File: src/include/pfm_cfg.svh
`ifndef PFM_CFG_SVH
`define PFM_CFG_SVH

// ****************************************************************
// Register offsets
// ****************************************************************
`define PFM_ADDR_W             8
`define PFM_OFF_LOCATION       8'hf1
`define PFM_OFF_ANALOG         8'hf2
`define PFM_OFF_P0_SELECT      8'hf3
`define PFM_OFF_P1_SELECT      8'hf4
`define PFM_OFF_P2_SELECT      8'hf5
`define PFM_OFF_P0_DIRECTION   8'hfd

// ****************************************************************
// Reset values and writable masks
// ****************************************************************
`define PFM_RST_VALUE          8'h00
`define PFM_MASK_LOCATION      8'h73
`define PFM_MASK_P2_SELECT     8'h7f
`define PFM_RDATA_IDLE         8'h00

// ****************************************************************
// Field positions
// ****************************************************************
`define PFM_BIT_SER0_VS_SER1   6
`define PFM_BIT_SER1_VS_TMR3   5
`define PFM_BIT_TMR1_VS_TMR4   4
`define PFM_BIT_SER0_VS_TMR1   3
`define PFM_BIT_P2_PIN4_SEL    2
`define PFM_BIT_P2_PIN3_SEL    1
`define PFM_BIT_P2_PIN0_SEL    0
`define PFM_LOC_BIT_SER0       0
`define PFM_LOC_BIT_SER1       1
`define PFM_LOC_BIT_TMR4       4
`define PFM_LOC_BIT_TMR3       5
`define PFM_LOC_BIT_TMR1       6

// ****************************************************************
// Pin locations: first pin of each peripheral, pins 0-7 are port 0
// and pins 8-15 are port 1.
// ****************************************************************
`define PFM_NUM_PERIPH         5
`define PFM_NUM_PINS           16
`define PFM_PERIPH_W           4
`define PFM_PORT1_FIRST        8
`define PFM_SER0_ALT1          5'h02
`define PFM_SER0_ALT2          5'h0a
`define PFM_SER1_ALT1          5'h04
`define PFM_SER1_ALT2          5'h0c
`define PFM_TMR1_ALT1          5'h02
`define PFM_TMR1_ALT2          5'h09
`define PFM_TMR3_ALT1          5'h0b
`define PFM_TMR3_ALT2          5'h0e
`define PFM_TMR4_ALT1          5'h08
`define PFM_TMR4_ALT2          5'h0a

`endif

File: src/include/pfm_pkg.sv
package pfm_pkg;

  // Signals of one on-chip peripheral, in its own channel order.
  typedef struct packed {
    logic [3:0] out;
    logic [3:0] oe;
  } pfm_periph_t;

  // Peripheral index, also the fixed fallback order.
  typedef enum logic [2:0] {
    PFM_SER0,
    PFM_SER1,
    PFM_TMR1,
    PFM_TMR3,
    PFM_TMR4
  } pfm_periph_id_t;

  // Register bus request.
  typedef struct packed {
    logic [7:0] addr;
    logic [7:0] wdata;
    logic       wr;
    logic       rd;
  } pfm_bus_req_t;

endpackage

File: src/verilog/pfm_pin_cell.sv
`timescale 1ns/10ps
`default_nettype none

module pfm_pin_cell
(
  input  wire logic CLK,
  input  wire logic RESET_N,
  input  wire logic sel,
  input  wire logic analog,
  input  wire logic gpio_out,
  input  wire logic gpio_oe,
  input  wire logic per_own,
  input  wire logic per_out,
  input  wire logic per_oe,
  output var  logic pad_out,
  output var  logic pad_oe
);

  logic out_nxt;
  logic oe_nxt;

  always_comb
  begin
    out_nxt = 1'b0;
    oe_nxt  = 1'b0;
    if (analog)
    begin
      out_nxt = 1'b0;
      oe_nxt  = 1'b0;
    end
    else if (sel)
    begin
      out_nxt = per_own & per_out;
      oe_nxt  = per_own & per_oe;
    end
    else
    begin
      out_nxt = gpio_out;
      oe_nxt  = gpio_oe;
    end
  end

  always_ff @(posedge CLK or negedge RESET_N)
  begin
    if (!RESET_N)
    begin
      pad_out <= 1'b0;
      pad_oe  <= 1'b0;
    end
    else
    begin
      pad_out <= out_nxt;
      pad_oe  <= oe_nxt;
    end
  end

endmodule // pfm_pin_cell

`default_nettype wire

File: src/verilog/pfm_port_mux.sv
// Overview of operation
// - Port 0 select register, one bit per pin.
// - Port 1 select register, one bit per pin.
// - Port 2 select bits for pins 4, 3, 0.
// - Select 0 is gpio, 1 peripheral; reset 0.
// - Bit 6: serial 0 or serial 1 wins.
// - Bit 5: serial 1 or timer 3 wins.
// - Bit 4: timer 1 or timer 4 wins.
// - Bit 3: serial 0 or timer 1 wins.
// - Priorities matter only on shared port 1 pins; reset 0.
// - Port 0 direction register, 1 is output.
// - Location bit picks alternative 1 or 2.
// - Analog input overrides port 0 select.
// - Debug use overrides port 2 pins 1, 2.
`include "pfm_cfg.svh"
`timescale 1ns/10ps
`default_nettype none

module pfm_port_mux
(
  input  wire logic                CLK,
  input  wire logic                RESET_N,
  input  wire pfm_pkg::pfm_bus_req_t BUS,
  output var  logic [7:0]          RDATA,
  input  wire logic [7:0]          P0_DATA,
  input  wire logic [7:0]          P1_DATA,
  input  wire logic [7:0]          P1_GPIO_OE,
  input  wire logic [4:0]          P2_DATA,
  input  wire logic [4:0]          P2_GPIO_OE,
  input  wire logic [4:0]          P2_PERIPH_OUT,
  input  wire logic [4:0]          P2_PERIPH_OE,
  input  wire pfm_pkg::pfm_periph_t SER0,
  input  wire pfm_pkg::pfm_periph_t SER1,
  input  wire pfm_pkg::pfm_periph_t TMR1,
  input  wire pfm_pkg::pfm_periph_t TMR3,
  input  wire pfm_pkg::pfm_periph_t TMR4,
  input  wire logic                DEBUG_ACTIVE,
  input  wire logic [1:0]          DEBUG_OUT,
  input  wire logic [1:0]          DEBUG_OE,
  output var  logic [7:0]          P0_OUT,
  output var  logic [7:0]          P0_OE,
  output var  logic [7:0]          P1_OUT,
  output var  logic [7:0]          P1_OE,
  output var  logic [4:0]          P2_OUT,
  output var  logic [4:0]          P2_OE,
  output var  logic [7:0]          P0_ANALOG
);

  // ****************************************************************
  // Registers
  // ****************************************************************
  logic [7:0] location_r;
  logic [7:0] analog_r;
  logic [7:0] p0_select_r;
  logic [7:0] p1_select_r;
  logic [7:0] p2_select_r;
  logic [7:0] p0_direction_r;
  logic [7:0] rdata_nxt;

  always_ff @(posedge CLK or negedge RESET_N)
  begin
    if (!RESET_N)
      location_r <= `PFM_RST_VALUE;
    else if (BUS.wr && BUS.addr == `PFM_OFF_LOCATION)
      location_r <= BUS.wdata & `PFM_MASK_LOCATION;
  end

  always_ff @(posedge CLK or negedge RESET_N)
  begin
    if (!RESET_N)
      analog_r <= `PFM_RST_VALUE;
    else if (BUS.wr && BUS.addr == `PFM_OFF_ANALOG)
      analog_r <= BUS.wdata;
  end

  always_ff @(posedge CLK or negedge RESET_N)
  begin
    if (!RESET_N)
      p0_select_r <= `PFM_RST_VALUE;
    else if (BUS.wr && BUS.addr == `PFM_OFF_P0_SELECT)
      p0_select_r <= BUS.wdata;
  end

  always_ff @(posedge CLK or negedge RESET_N)
  begin
    if (!RESET_N)
      p1_select_r <= `PFM_RST_VALUE;
    else if (BUS.wr && BUS.addr == `PFM_OFF_P1_SELECT)
      p1_select_r <= BUS.wdata;
  end

  // port 2 select, top bit zero
  always_ff @(posedge CLK or negedge RESET_N)
  begin
    if (!RESET_N)
      p2_select_r <= `PFM_RST_VALUE;
    else if (BUS.wr && BUS.addr == `PFM_OFF_P2_SELECT)
      p2_select_r <= BUS.wdata & `PFM_MASK_P2_SELECT;
  end

  always_ff @(posedge CLK or negedge RESET_N)
  begin
    if (!RESET_N)
      p0_direction_r <= `PFM_RST_VALUE;
    else if (BUS.wr && BUS.addr == `PFM_OFF_P0_DIRECTION)
      p0_direction_r <= BUS.wdata;
  end

  // Unmapped addresses and idle cycles read as zero.
  always_comb
  begin
    rdata_nxt = `PFM_RDATA_IDLE;
    if (BUS.rd)
    begin
      case (BUS.addr)
        `PFM_OFF_LOCATION:     rdata_nxt = location_r;
        `PFM_OFF_ANALOG:       rdata_nxt = analog_r;
        `PFM_OFF_P0_SELECT:    rdata_nxt = p0_select_r;
        `PFM_OFF_P1_SELECT:    rdata_nxt = p1_select_r;
        `PFM_OFF_P2_SELECT:    rdata_nxt = p2_select_r;
        `PFM_OFF_P0_DIRECTION: rdata_nxt = p0_direction_r;
        default:               rdata_nxt = `PFM_RDATA_IDLE;
      endcase
    end
  end

  always_ff @(posedge CLK or negedge RESET_N)
  begin
    if (!RESET_N)
      RDATA <= `PFM_RDATA_IDLE;
    else
      RDATA <= rdata_nxt;
  end

  always_ff @(posedge CLK or negedge RESET_N)
  begin
    if (!RESET_N)
      P0_ANALOG <= `PFM_RST_VALUE;
    else
      P0_ANALOG <= analog_r;
  end

  // ****************************************************************
  // Peripheral placement
  // ****************************************************************
  pfm_pkg::pfm_periph_t per_sig [`PFM_NUM_PERIPH];
  logic [4:0]           per_base [`PFM_NUM_PERIPH];
  logic [`PFM_NUM_PINS-1:0] claim [`PFM_NUM_PERIPH];

  assign per_sig[0] = SER0;
  assign per_sig[1] = SER1;
  assign per_sig[2] = TMR1;
  assign per_sig[3] = TMR3;
  assign per_sig[4] = TMR4;

  assign per_base[0] = location_r[`PFM_LOC_BIT_SER0] ? `PFM_SER0_ALT2 : `PFM_SER0_ALT1;
  assign per_base[1] = location_r[`PFM_LOC_BIT_SER1] ? `PFM_SER1_ALT2 : `PFM_SER1_ALT1;
  assign per_base[2] = location_r[`PFM_LOC_BIT_TMR1] ? `PFM_TMR1_ALT2 : `PFM_TMR1_ALT1;
  assign per_base[3] = location_r[`PFM_LOC_BIT_TMR3] ? `PFM_TMR3_ALT2 : `PFM_TMR3_ALT1;
  assign per_base[4] = location_r[`PFM_LOC_BIT_TMR4] ? `PFM_TMR4_ALT2 : `PFM_TMR4_ALT1;

  // A peripheral claims the pins of its location whether or not it
  // drives them, so an input channel still keeps its pin.
  always_comb
  begin
    for (int k = 0; k < `PFM_NUM_PERIPH; k++)
    begin
      for (int p = 0; p < `PFM_NUM_PINS; p++)
      begin
        claim[k][p] = (5'(p) >= per_base[k]) &&
                      (5'(p) < per_base[k] + 5'(`PFM_PERIPH_W));
      end
    end
  end

  // ****************************************************************
  // Arbitration
  // ****************************************************************
  // True when peripheral a takes a shared pin from peripheral b.
  function automatic logic beats(input int a, input int b, input logic port1,
                                 input logic [7:0] pri);
    logic res;
    res = (a < b);
    if (port1)
    begin
      if ((a == 0 && b == 1) || (a == 1 && b == 0))
        res = pri[`PFM_BIT_SER0_VS_SER1] ? (a == 1) : (a == 0);
      if ((a == 1 && b == 3) || (a == 3 && b == 1))
        res = pri[`PFM_BIT_SER1_VS_TMR3] ? (a == 3) : (a == 1);
      if ((a == 2 && b == 4) || (a == 4 && b == 2))
        res = pri[`PFM_BIT_TMR1_VS_TMR4] ? (a == 4) : (a == 2);
      if ((a == 0 && b == 2) || (a == 2 && b == 0))
        res = pri[`PFM_BIT_SER0_VS_TMR1] ? (a == 2) : (a == 0);
    end
    return res;
  endfunction

  logic [`PFM_NUM_PINS-1:0] own;
  logic [`PFM_NUM_PINS-1:0] own_out;
  logic [`PFM_NUM_PINS-1:0] own_oe;

  // priorities act on shared port 1 pins only
  always_comb
  begin
    logic [`PFM_NUM_PERIPH-1:0] alive;
    logic                       found;
    logic [4:0]                 off;
    int                         win;
    alive   = '0;
    found   = 1'b0;
    off     = 5'h00;
    win     = 0;
    own     = '0;
    own_out = '0;
    own_oe  = '0;
    for (int p = 0; p < `PFM_NUM_PINS; p++)
    begin
      found = 1'b0;
      win   = 0;
      for (int k = 0; k < `PFM_NUM_PERIPH; k++)
      begin
        alive[k] = claim[k][p];
        for (int j = 0; j < `PFM_NUM_PERIPH; j++)
        begin
          if (j != k && claim[j][p] &&
              beats(j, k, p >= `PFM_PORT1_FIRST, p2_select_r))
            alive[k] = 1'b0;
        end
      end
      // Circular priority settings could leave no survivor; the fixed
      // order then breaks the tie rather than leave the pin idle.
      for (int k = `PFM_NUM_PERIPH - 1; k >= 0; k--)
      begin
        if (claim[k][p])
        begin
          found = 1'b1;
          win   = k;
        end
      end
      for (int k = `PFM_NUM_PERIPH - 1; k >= 0; k--)
      begin
        if (alive[k])
          win = k;
      end
      off        = 5'(p) - per_base[win];
      own[p]     = found;
      own_out[p] = found & per_sig[win].out[off[1:0]];
      own_oe[p]  = found & per_sig[win].oe[off[1:0]];
    end
  end

  // ****************************************************************
  // Pin cells
  // ****************************************************************
  genvar g;

  generate
    for (g = 0; g < 8; g++)
    begin : gen_p0
      pfm_pin_cell u_cell
      (
        .CLK      (CLK),
        .RESET_N  (RESET_N),
        .sel      (p0_select_r[g]),
        .analog   (analog_r[g]),
        .gpio_out (P0_DATA[g]),
        .gpio_oe  (p0_direction_r[g]),
        .per_own  (own[g]),
        .per_out  (own_out[g]),
        .per_oe   (own_oe[g]),
        .pad_out  (P0_OUT[g]),
        .pad_oe   (P0_OE[g])
      );
    end

    for (g = 0; g < 8; g++)
    begin : gen_p1
      pfm_pin_cell u_cell
      (
        .CLK      (CLK),
        .RESET_N  (RESET_N),
        .sel      (p1_select_r[g]),
        .analog   (1'b0),
        .gpio_out (P1_DATA[g]),
        .gpio_oe  (P1_GPIO_OE[g]),
        .per_own  (own[g + `PFM_PORT1_FIRST]),
        .per_out  (own_out[g + `PFM_PORT1_FIRST]),
        .per_oe   (own_oe[g + `PFM_PORT1_FIRST]),
        .pad_out  (P1_OUT[g]),
        .pad_oe   (P1_OE[g])
      );
    end
  endgenerate

  // ****************************************************************
  // Port 2
  // ****************************************************************
  logic [4:0] p2_sel;
  logic [4:0] p2_gpio_out;
  logic [4:0] p2_gpio_oe;

  assign p2_sel[0] = p2_select_r[`PFM_BIT_P2_PIN0_SEL];
  assign p2_sel[1] = 1'b0;
  assign p2_sel[2] = 1'b0;
  assign p2_sel[3] = p2_select_r[`PFM_BIT_P2_PIN3_SEL];
  assign p2_sel[4] = p2_select_r[`PFM_BIT_P2_PIN4_SEL];

  // debug owns pins 1 and 2
  assign p2_gpio_out = DEBUG_ACTIVE ? {P2_DATA[4:3], DEBUG_OUT[1:0], P2_DATA[0]} : P2_DATA;
  assign p2_gpio_oe  = DEBUG_ACTIVE ? {P2_GPIO_OE[4:3], DEBUG_OE[1:0], P2_GPIO_OE[0]}
                                    : P2_GPIO_OE;

  generate
    for (g = 0; g < 5; g++)
    begin : gen_p2
      pfm_pin_cell u_cell
      (
        .CLK      (CLK),
        .RESET_N  (RESET_N),
        .sel      (p2_sel[g]),
        .analog   (1'b0),
        .gpio_out (p2_gpio_out[g]),
        .gpio_oe  (p2_gpio_oe[g]),
        .per_own  (1'b1),
        .per_out  (P2_PERIPH_OUT[g]),
        .per_oe   (P2_PERIPH_OE[g]),
        .pad_out  (P2_OUT[g]),
        .pad_oe   (P2_OE[g])
      );
    end
  endgenerate

endmodule // pfm_port_mux

`default_nettype wire

File: config.mk
export PLATFORM = sky130hd
export DESIGN_NAME = pfm_port_mux
export DESIGN_NICKNAME = d
export VERILOG_FILES = /design/src/include/pfm_pkg.sv /design/src/verilog/pfm_pin_cell.sv /design/src/verilog/pfm_port_mux.sv
export VERILOG_INCLUDE_DIRS = /design/src /design/src/include
export SDC_FILE = /design/constraint.sdc
export NUM_CORES = 1
export LEC_CHECK = 0
export ABC_CLOCK_PERIOD_IN_PS = 3190
export BUFFER_PORTS_ARGS = -buffer_cell sky130_fd_sc_hd__buf_2
export CORE_ASPECT_RATIO = 2
export CORE_MARGIN = 5
export CORE_UTILIZATION = 44
export CTS_CLUSTER_DIAMETER = 120
export DETAILED_ROUTE_END_ITERATION = 10
export PLACE_DENSITY_LB_ADDON = 0.1
export SLEW_MARGIN = 20
export SYNTH_ARGS = -nofsm -noshare
export SYNTH_HDL_FRONTEND = slang
export SYNTH_SLANG_ARGS = --single-unit
File: constraint.sdc
create_clock -name CLK -period 3.19 [get_ports CLK]
set_clock_uncertainty 0.2 [all_clocks]
set_input_delay 0.1595 -clock CLK [delete_from_list [all_inputs] [get_ports CLK]]
set_output_delay 0.1595 -clock CLK [all_outputs]
set_load 0.02 [all_outputs]
==> reports/metrics.cfg, run 1 <==
[worst_setup_path]
cp-start-kind=flop
critPathKind=reg2reg
r2r_start=location_r[0]$_DFFE_PN0P_
r2r_end=gen_p1[5].u_cell.pad_oe$_DFF_PN0_
setup.worst_path.start=location_r[0]$_DFFE_PN0P_
critPathMaxFanout=13
ff2ff_path_depth=7
ff2ff_setup_slack_ns=0.66
cp_cell_sequence=clkinv_1, buf_4, a21o_1, and3_1, o21ai_0, o211ai_1, dlygate4sd3_1
cpPeakStageDelay_ns=0.62
crit_slowest_cell=dfrtp_1
cp.required_ns=3.21
crit_arrival_ns=2.56
cp-end-kind=flop

[final_layout]
syn_to_final_growth_pct=31.1
antennaDiodeCount=0
final_common_cell=buf_2
final_cell_mix=buf_2, dfrtp_1, dlygate4sd3_1, mux2_2, nor2_1
nets=755
nFillCells=1028
final_layout_size_suffix_gt1_share_pct=39.8

[floorplan]
rows=56
die_x_um=86.9
die_area_um2=14200
start_util_pct=44.5
die_y_um=164
core_um2=11700
io_pins=167

[yosys]
synth-seq-cells=102
synth.cell_area_um2=5210
synthCells=464
synth_area_per_cell_um2=11.2
synth_edf_count=0
synth_flop_cell=dfrtp_1
synth_nets=573
synth_seq_area_share_pct=49.0
yosysUniqueCellTypes=57
ys_warn_count=0
async_reset_ff_share_pct=100

[timing]
hold_viol_final=0
slew_headroom_pct=51.5
hold_ws_ns=0.0149
finalSetupTns_ns=0
layout_min_cycle_time_ns=2.53
finalCritPeriodShare_pct=79.4
setup_viol=0
max_freq_mhz=395
grt_setup_unrepaired=false
worst_pin_slew_ns=0.719
drv_slew=0

[clock_tree]
clock_latency_ns=0.33
cts_root_buf=clkbuf_16
cts_sinks=102
cts_tree=yes
cts.clk_slew.worst_paths_ns=0.07
cts_resized=0
htreeDepth=3
cts_buffers=9
clockBufferDepth=2

[detailed_routing]
first_pass_iters=9
num_vias=4441
drt_iter0_markers=211
ant_nets=0
via_per_inst=5.59
drc=0
wl_per_cell_um=19.3
drt_wl_total_um=15300

[worst_hold_path]
min-delay-start=TMR1[1]
min_path_cells=3
min_path_type=in2reg
whs_endpoint=gen_p0[3].u_cell.pad_oe$_DFF_PN0_

[placed_design]
dp_hpwl_um=11200
io_buffers=162
place.gp.congestion=0.873

[run]
drv_cap=0

[grt]
global_route.usage.met2_pct=39.4
grt_pass1_wl_um=24100
grt_pass1_vias=4677
grt_max_degree=103
grt.busiest_layer=met2
grtUsageMet1_pct=24.0
use_met3_pct=3.82
track_usage_pct=22.0
antenna_found_initial=0
grt_overflow=0

[power_and_ir_drop]
p_leak_nw=3.26
peakVddDrop_mv=0.395
p_per_area_nw_per_um2=450

[run_status]
status=completed

[how the worst max path moves through the flow]
stage | to
after floorplan | gen_p1[4].u_cell.pad_out$_DFF_PN0_
after global placement | gen_p1[4].u_cell.pad_oe$_DFF_PN0_
after detailed placement | gen_p1[4].u_cell.pad_oe$_DFF_PN0_
after CTS | gen_p1[5].u_cell.pad_out$_DFF_PN0_
after global routing | gen_p1[5].u_cell.pad_oe$_DFF_PN0_
final | gen_p1[5].u_cell.pad_oe$_DFF_PN0_
[layer usage]
layer	wire length, µm	up-vias
met5	0	-
met4	697	0
met3	970	41
met2	8320	175
met1	5310	2191
li1	-	2034
[cell type report]
class	instances	area, µm²	share of cell area [%]
clock buffer	11	253	3.70
clock inverter	3	68.8	1.01
inverter	10	37.5	0.550
multi-input combinational	291	2220	32.5
sequential	102	2550	37.4
tap	145	181	2.66
timing repair buffer	232	1510	22.1
[synth_stat cells (6+ instances only)]
library cell / n / area [µm²]
dfrtp_1: 102 / 2550
mux2_2: 59 / 664
buf_4: 42 / 315
nor2_1: 24 / 90.1
a21oi_1: 20 / 100
nand2_1: 20 / 75.1
nand2b_1: 14 / 87.6
a22oi_1: 13 / 97.6
a31oi_1: 12 / 75.1
mux2i_1: 12 / 120
clkbuf_1: 10 / 37.5
o21ai_0: 10 / 50.1
inv_1: 9 / 33.8
a222oi_1: 8 / 80.1
buf_2: 8 / 40.0
nand3b_1: 8 / 60.1
nor2b_1: 8 / 50.1
a211oi_1: 6 / 45.0
a21boi_0: 6 / 45.0
o22ai_1: 6 / 37.5
[per-stage QoR]
step | area [µm²] | utilization (%) | setup WS [ns] | total power [mW] | instances
after floorplan | 5210 | - | 1.28 | 1.69 | 464
after global placement | 5860 | 50.1 | 0.853 | 1.84 | 716
after detailed placement | 5860 | 50.1 | 0.833 | 1.85 | 716
after CTS | 6820 | 58.3 | 0.680 | 3.11 | 794
after global routing | 6820 | 58.3 | 0.494 | 3.21 | 794
final | 6820 | 58.3 | 0.658 | 3.07 | 794
[critical path, delay by kind of cell (launching register included)]
family                 cells  cell delay, ns
buffers and inverters      3            0.88
DFF                        1            0.62
and+or+nand+nor            1            0.21
AOI/OAI and AO/OA          3            0.51
[sequential cells by signal, indices dropped and copies added, names as in the netlist]
name and flops:
P0_ANALOG 8, RDATA 8, analog_r 8, gen_p0.u_cell.pad_oe 8, gen_p0.u_cell.pad_out 8, gen_p1.u_cell.pad_oe 8
gen_p1.u_cell.pad_out 8, p0_direction_r 8, p0_select_r 8, p1_select_r 8, p2_select_r 7, gen_p2.u_cell.pad_oe 5
gen_p2.u_cell.pad_out 5, location_r 5
[where the power goes]
part           internal, mW  leakage, nW  total [mW]  switching (mW)
sequential             1.36         1.34        1.41          0.0571
clock                 0.723        0.158        1.19           0.464
combinational         0.232         1.77       0.468           0.236
[repair_timing]
action | CTS | global route
setup buffers | 0 | 0
hold endpoints to repair | 181 | 0
hold buffers | 64 | 0
[cells by family (layout without fill, tap and decap cells)]
family	count (synthesis)	in the layout	share of synthesized area, %
buf+inv	71	256	8.34
flops	102	102	49.0
simple gates	113	113	13.1
compound gates	107	107	14.4
mux	71	71	15.1
Power figures use the tool's default switching activity.
==> run 2: changes to the inputs <==
ABC_AREA = 1   (was not set)
ABC_CLOCK_PERIOD_IN_PS = 2300   (was 3190)
clock period = 2.3 ns   (was 3.19 ns; I/O delays follow)
==> reports/metrics.cfg, run 2 <==
[run_status]
status=completed  ; unchanged

[grt]
grt_pass1_vias=5765  ; was 4,677
grt_pass1_wl_um=30200  ; was 24,100 µm
track_usage_pct=25.1  ; was 22.0%
antenna_found_initial=0  ; unchanged
grt_max_degree=42  ; was 103
grt_overflow=0  ; unchanged

[yosys]
synth_nets=817  ; was 573
ys_top_cells_by_area=dfrtp_1, nand2_1, buf_4  ; was dfrtp_1, mux2_2, buf_4
synth_area_per_cell_um2=8.02  ; was 11.2 µm²
yosysMostFrequentCell=nand2_1  ; was dfrtp_1
yosysUniqueCellTypes=40  ; was 57
async_reset_ff_share_pct=100  ; unchanged
synthTopCellsByCount=nand2_1, dfrtp_1, inv_1  ; was dfrtp_1, mux2_2, buf_4
ys_warn_count=0  ; unchanged
synth_edf_count=0  ; unchanged
synth-seq-cells=102  ; unchanged
synth_seq_area_share_pct=44.9  ; was 49.0%
synth_top_area_cell=dfrtp_1  ; unchanged
synth_flop_cell=dfrtp_1  ; unchanged
synth.cell_area_um2=5680  ; was 5210 µm²
synthCells=708  ; was 464
yosysTopAreaCellShare_pct=44.9  ; was 49.0%

[detailed_routing]
drt_iter0_markers=230  ; was 211
drt_wl_total_um=19300  ; was 15,300 µm
num_vias=5495  ; was 4,441
drc=0  ; unchanged
first_pass_iters=5  ; was 9
via_per_inst=5.16  ; was 5.59
ant_nets=0  ; unchanged
wl_per_cell_um=18.1  ; was 19.3 µm

[timing]
max_freq_mhz=455  ; was 395 MHz
hold_viol_final=0  ; unchanged
worst_pin_slew_ns=0.525  ; was 0.719 ns
finalSetupTns_ns=0  ; unchanged
finalCritPeriodShare_pct=95.5  ; was 79.4%
slew_headroom_pct=65.0  ; was 51.5%
grt_setup_unrepaired=false  ; unchanged
layout_min_cycle_time_ns=2.20  ; was 2.53 ns
setup_viol=0  ; unchanged
drv_slew=0  ; unchanged

[worst_setup_path]
ff2ff_setup_slack_ns=0.10  ; was 0.66 ns
cp-start-kind=flop  ; unchanged
cp-end-kind=flop  ; unchanged
crit_arrival_ns=2.22  ; was 2.56 ns
cp.required_ns=2.33  ; was 3.21 ns
critPathKind=reg2reg  ; unchanged
critPathMaxFanout=7  ; was 13

[final_layout]
final_cell_area_um2=7370  ; was 6820 µm²
final_layout_size_suffix_gt1_share_pct=28.2  ; was 39.8%
final_cell_mix=nand2_1, buf_2, dfrtp_1, dlygate4sd3_1, inv_1  ; was buf_2, dfrtp_1, dlygate4sd3_1, mux2_2, nor2_1
syn_to_final_growth_pct=29.8  ; was 31.1%
antennaDiodeCount=0  ; unchanged
final_common_cell=nand2_1  ; was buf_2
nets=1019  ; was 755
nFillCells=1168  ; was 1,028

[run]
drv_cap=0  ; unchanged

[power_and_ir_drop]
p_leak_nw=3.82  ; was 3.26 nW
peakVddDrop_mv=0.469  ; was 0.395 mV
p_per_area_nw_per_um2=609  ; was 450 nW/µm²

[floorplan]
rows=58  ; was 56
die_area_um2=15400  ; was 14,200 µm²
io_pins=167  ; unchanged
core_um2=12600  ; was 11,700 µm²
die_x_um=90.4  ; was 86.9 µm
start_util_pct=45.0  ; was 44.5%
die_y_um=171  ; was 164 µm

[worst_hold_path]
min_path_type=in2reg  ; unchanged

[clock_tree]
cts_setup_buffers=0  ; unchanged
cts_tree=yes  ; unchanged
htreeDepth=3  ; unchanged
clock_latency_ns=0.35  ; was 0.33 ns
clockBufferDepth=2  ; unchanged
cts_buffers=9  ; unchanged
cts.clk_slew.worst_paths_ns=0.08  ; was 0.07 ns
cts_root_buf=clkbuf_16  ; unchanged
cts_sinks=102  ; unchanged

[placed_design]
placed_area_um2=6340  ; was 5860 µm²
place.gp.congestion=0.926  ; was 0.873
io_buffers=162  ; unchanged
dp_hpwl_um=15200  ; was 11,200 µm

==> run 2: cell count changes after synthesis, moves of 14 or more <==
cell and change:
nand3_1 +38, inv_1 +59, mux2_2 -49, o21ai_1 +27, nand2_1 +172, o21ai_0 +44, nand2b_1 -14
==> run 2: kinds of logic after synthesis <==
logic type / after synthesis / synth area share [%]
compound gates: 138 / 14.0
buf+inv: 138 / 13.3
flops: 102 / 44.9
mux: 10 / 1.98
simple gates: 320 / 25.7
==> run 2: timing repair <==
item | CTS | global route
hold buffers | 73 | 0
endpoints found under the setup margin | 0 | 3
endpoints found under the hold margin | 175 | 0
resized for setup | 0 | 3
==> run 2: routing by layer <==
metal  GRT usage [%]  share of wire, %
met2            48.6                56
met5               0                 0
met4            13.9               4.9
met3            3.70               4.5
met1            25.2                34
==> run 2: path summary, 6_finish.rpt <==
path / start / endpoint / cells past startpoint
worst max-delay path: location_r[6]$_DFFE_PN0P_ / gen_p0[2].u_cell.pad_out$_DFF_PN0_ / 7
worst min-delay path: TMR4[2] / gen_p1[2].u_cell.pad_oe$_DFF_PN0_ / 4
worst max register to register: location_r[6]$_DFFE_PN0P_ / gen_p0[2].u_cell.pad_out$_DFF_PN0_ / 7
worst min register to register: analog_r[7]$_DFFE_PN0P_ / P0_ANALOG[7]$_DFF_PN0_ / 0
max in group asynchronous: RESET_N / gen_p1[7].u_cell.pad_out$_DFF_PN0_ / 3
min in group asynchronous: RESET_N / gen_p1[3].u_cell.pad_oe$_DFF_PN0_ / 2
==> run 2: report_power, final <==
part / switching (mW) / total [mW] / internal (mW)
Clock: 0.749 / 1.51 / 0.760
Sequential: 0.0723 / 1.99 / 1.92
Combinational: 0.589 / 0.984 / 0.395
==> run 2: worst max-delay path, cell delays in order (launching register included) <==
cell           delay, ns
dfrtp_2             0.45
inv_2               0.09
buf_4               0.18
nand2_2             0.12
inv_1               0.12
a221oi_1            0.29
nor3_1              0.08
dlygate4sd3_1       0.56
==> run 2: layout make-up <==
type	count	area, µm²	area share [%]
clock buffer	9	225	3.05
timing repair buffer	248	1650	22.4
sequential	102	2550	34.7
inverter	81	307	4.16
multi-input combinational	468	2380	32.2
tap	150	188	2.55
clock inverter	7	66.3	0.900
==> run 2: metrics by stage <==
step                cells  setup WS (ns)  utilization (%)  hold WS [ns]  power, mW
finish               1065          0.104             58.4        0.0182       4.49
global route         1065        0.00203             58.4       0.00873       4.71
CTS                  1065         0.0166             58.3       0.00923       4.54
detailed placement    976          0.213             50.2       -0.0668       2.91
global placement      976          0.227             50.2       -0.0802       2.89
floorplan             708          0.658                -        -0.381       2.64
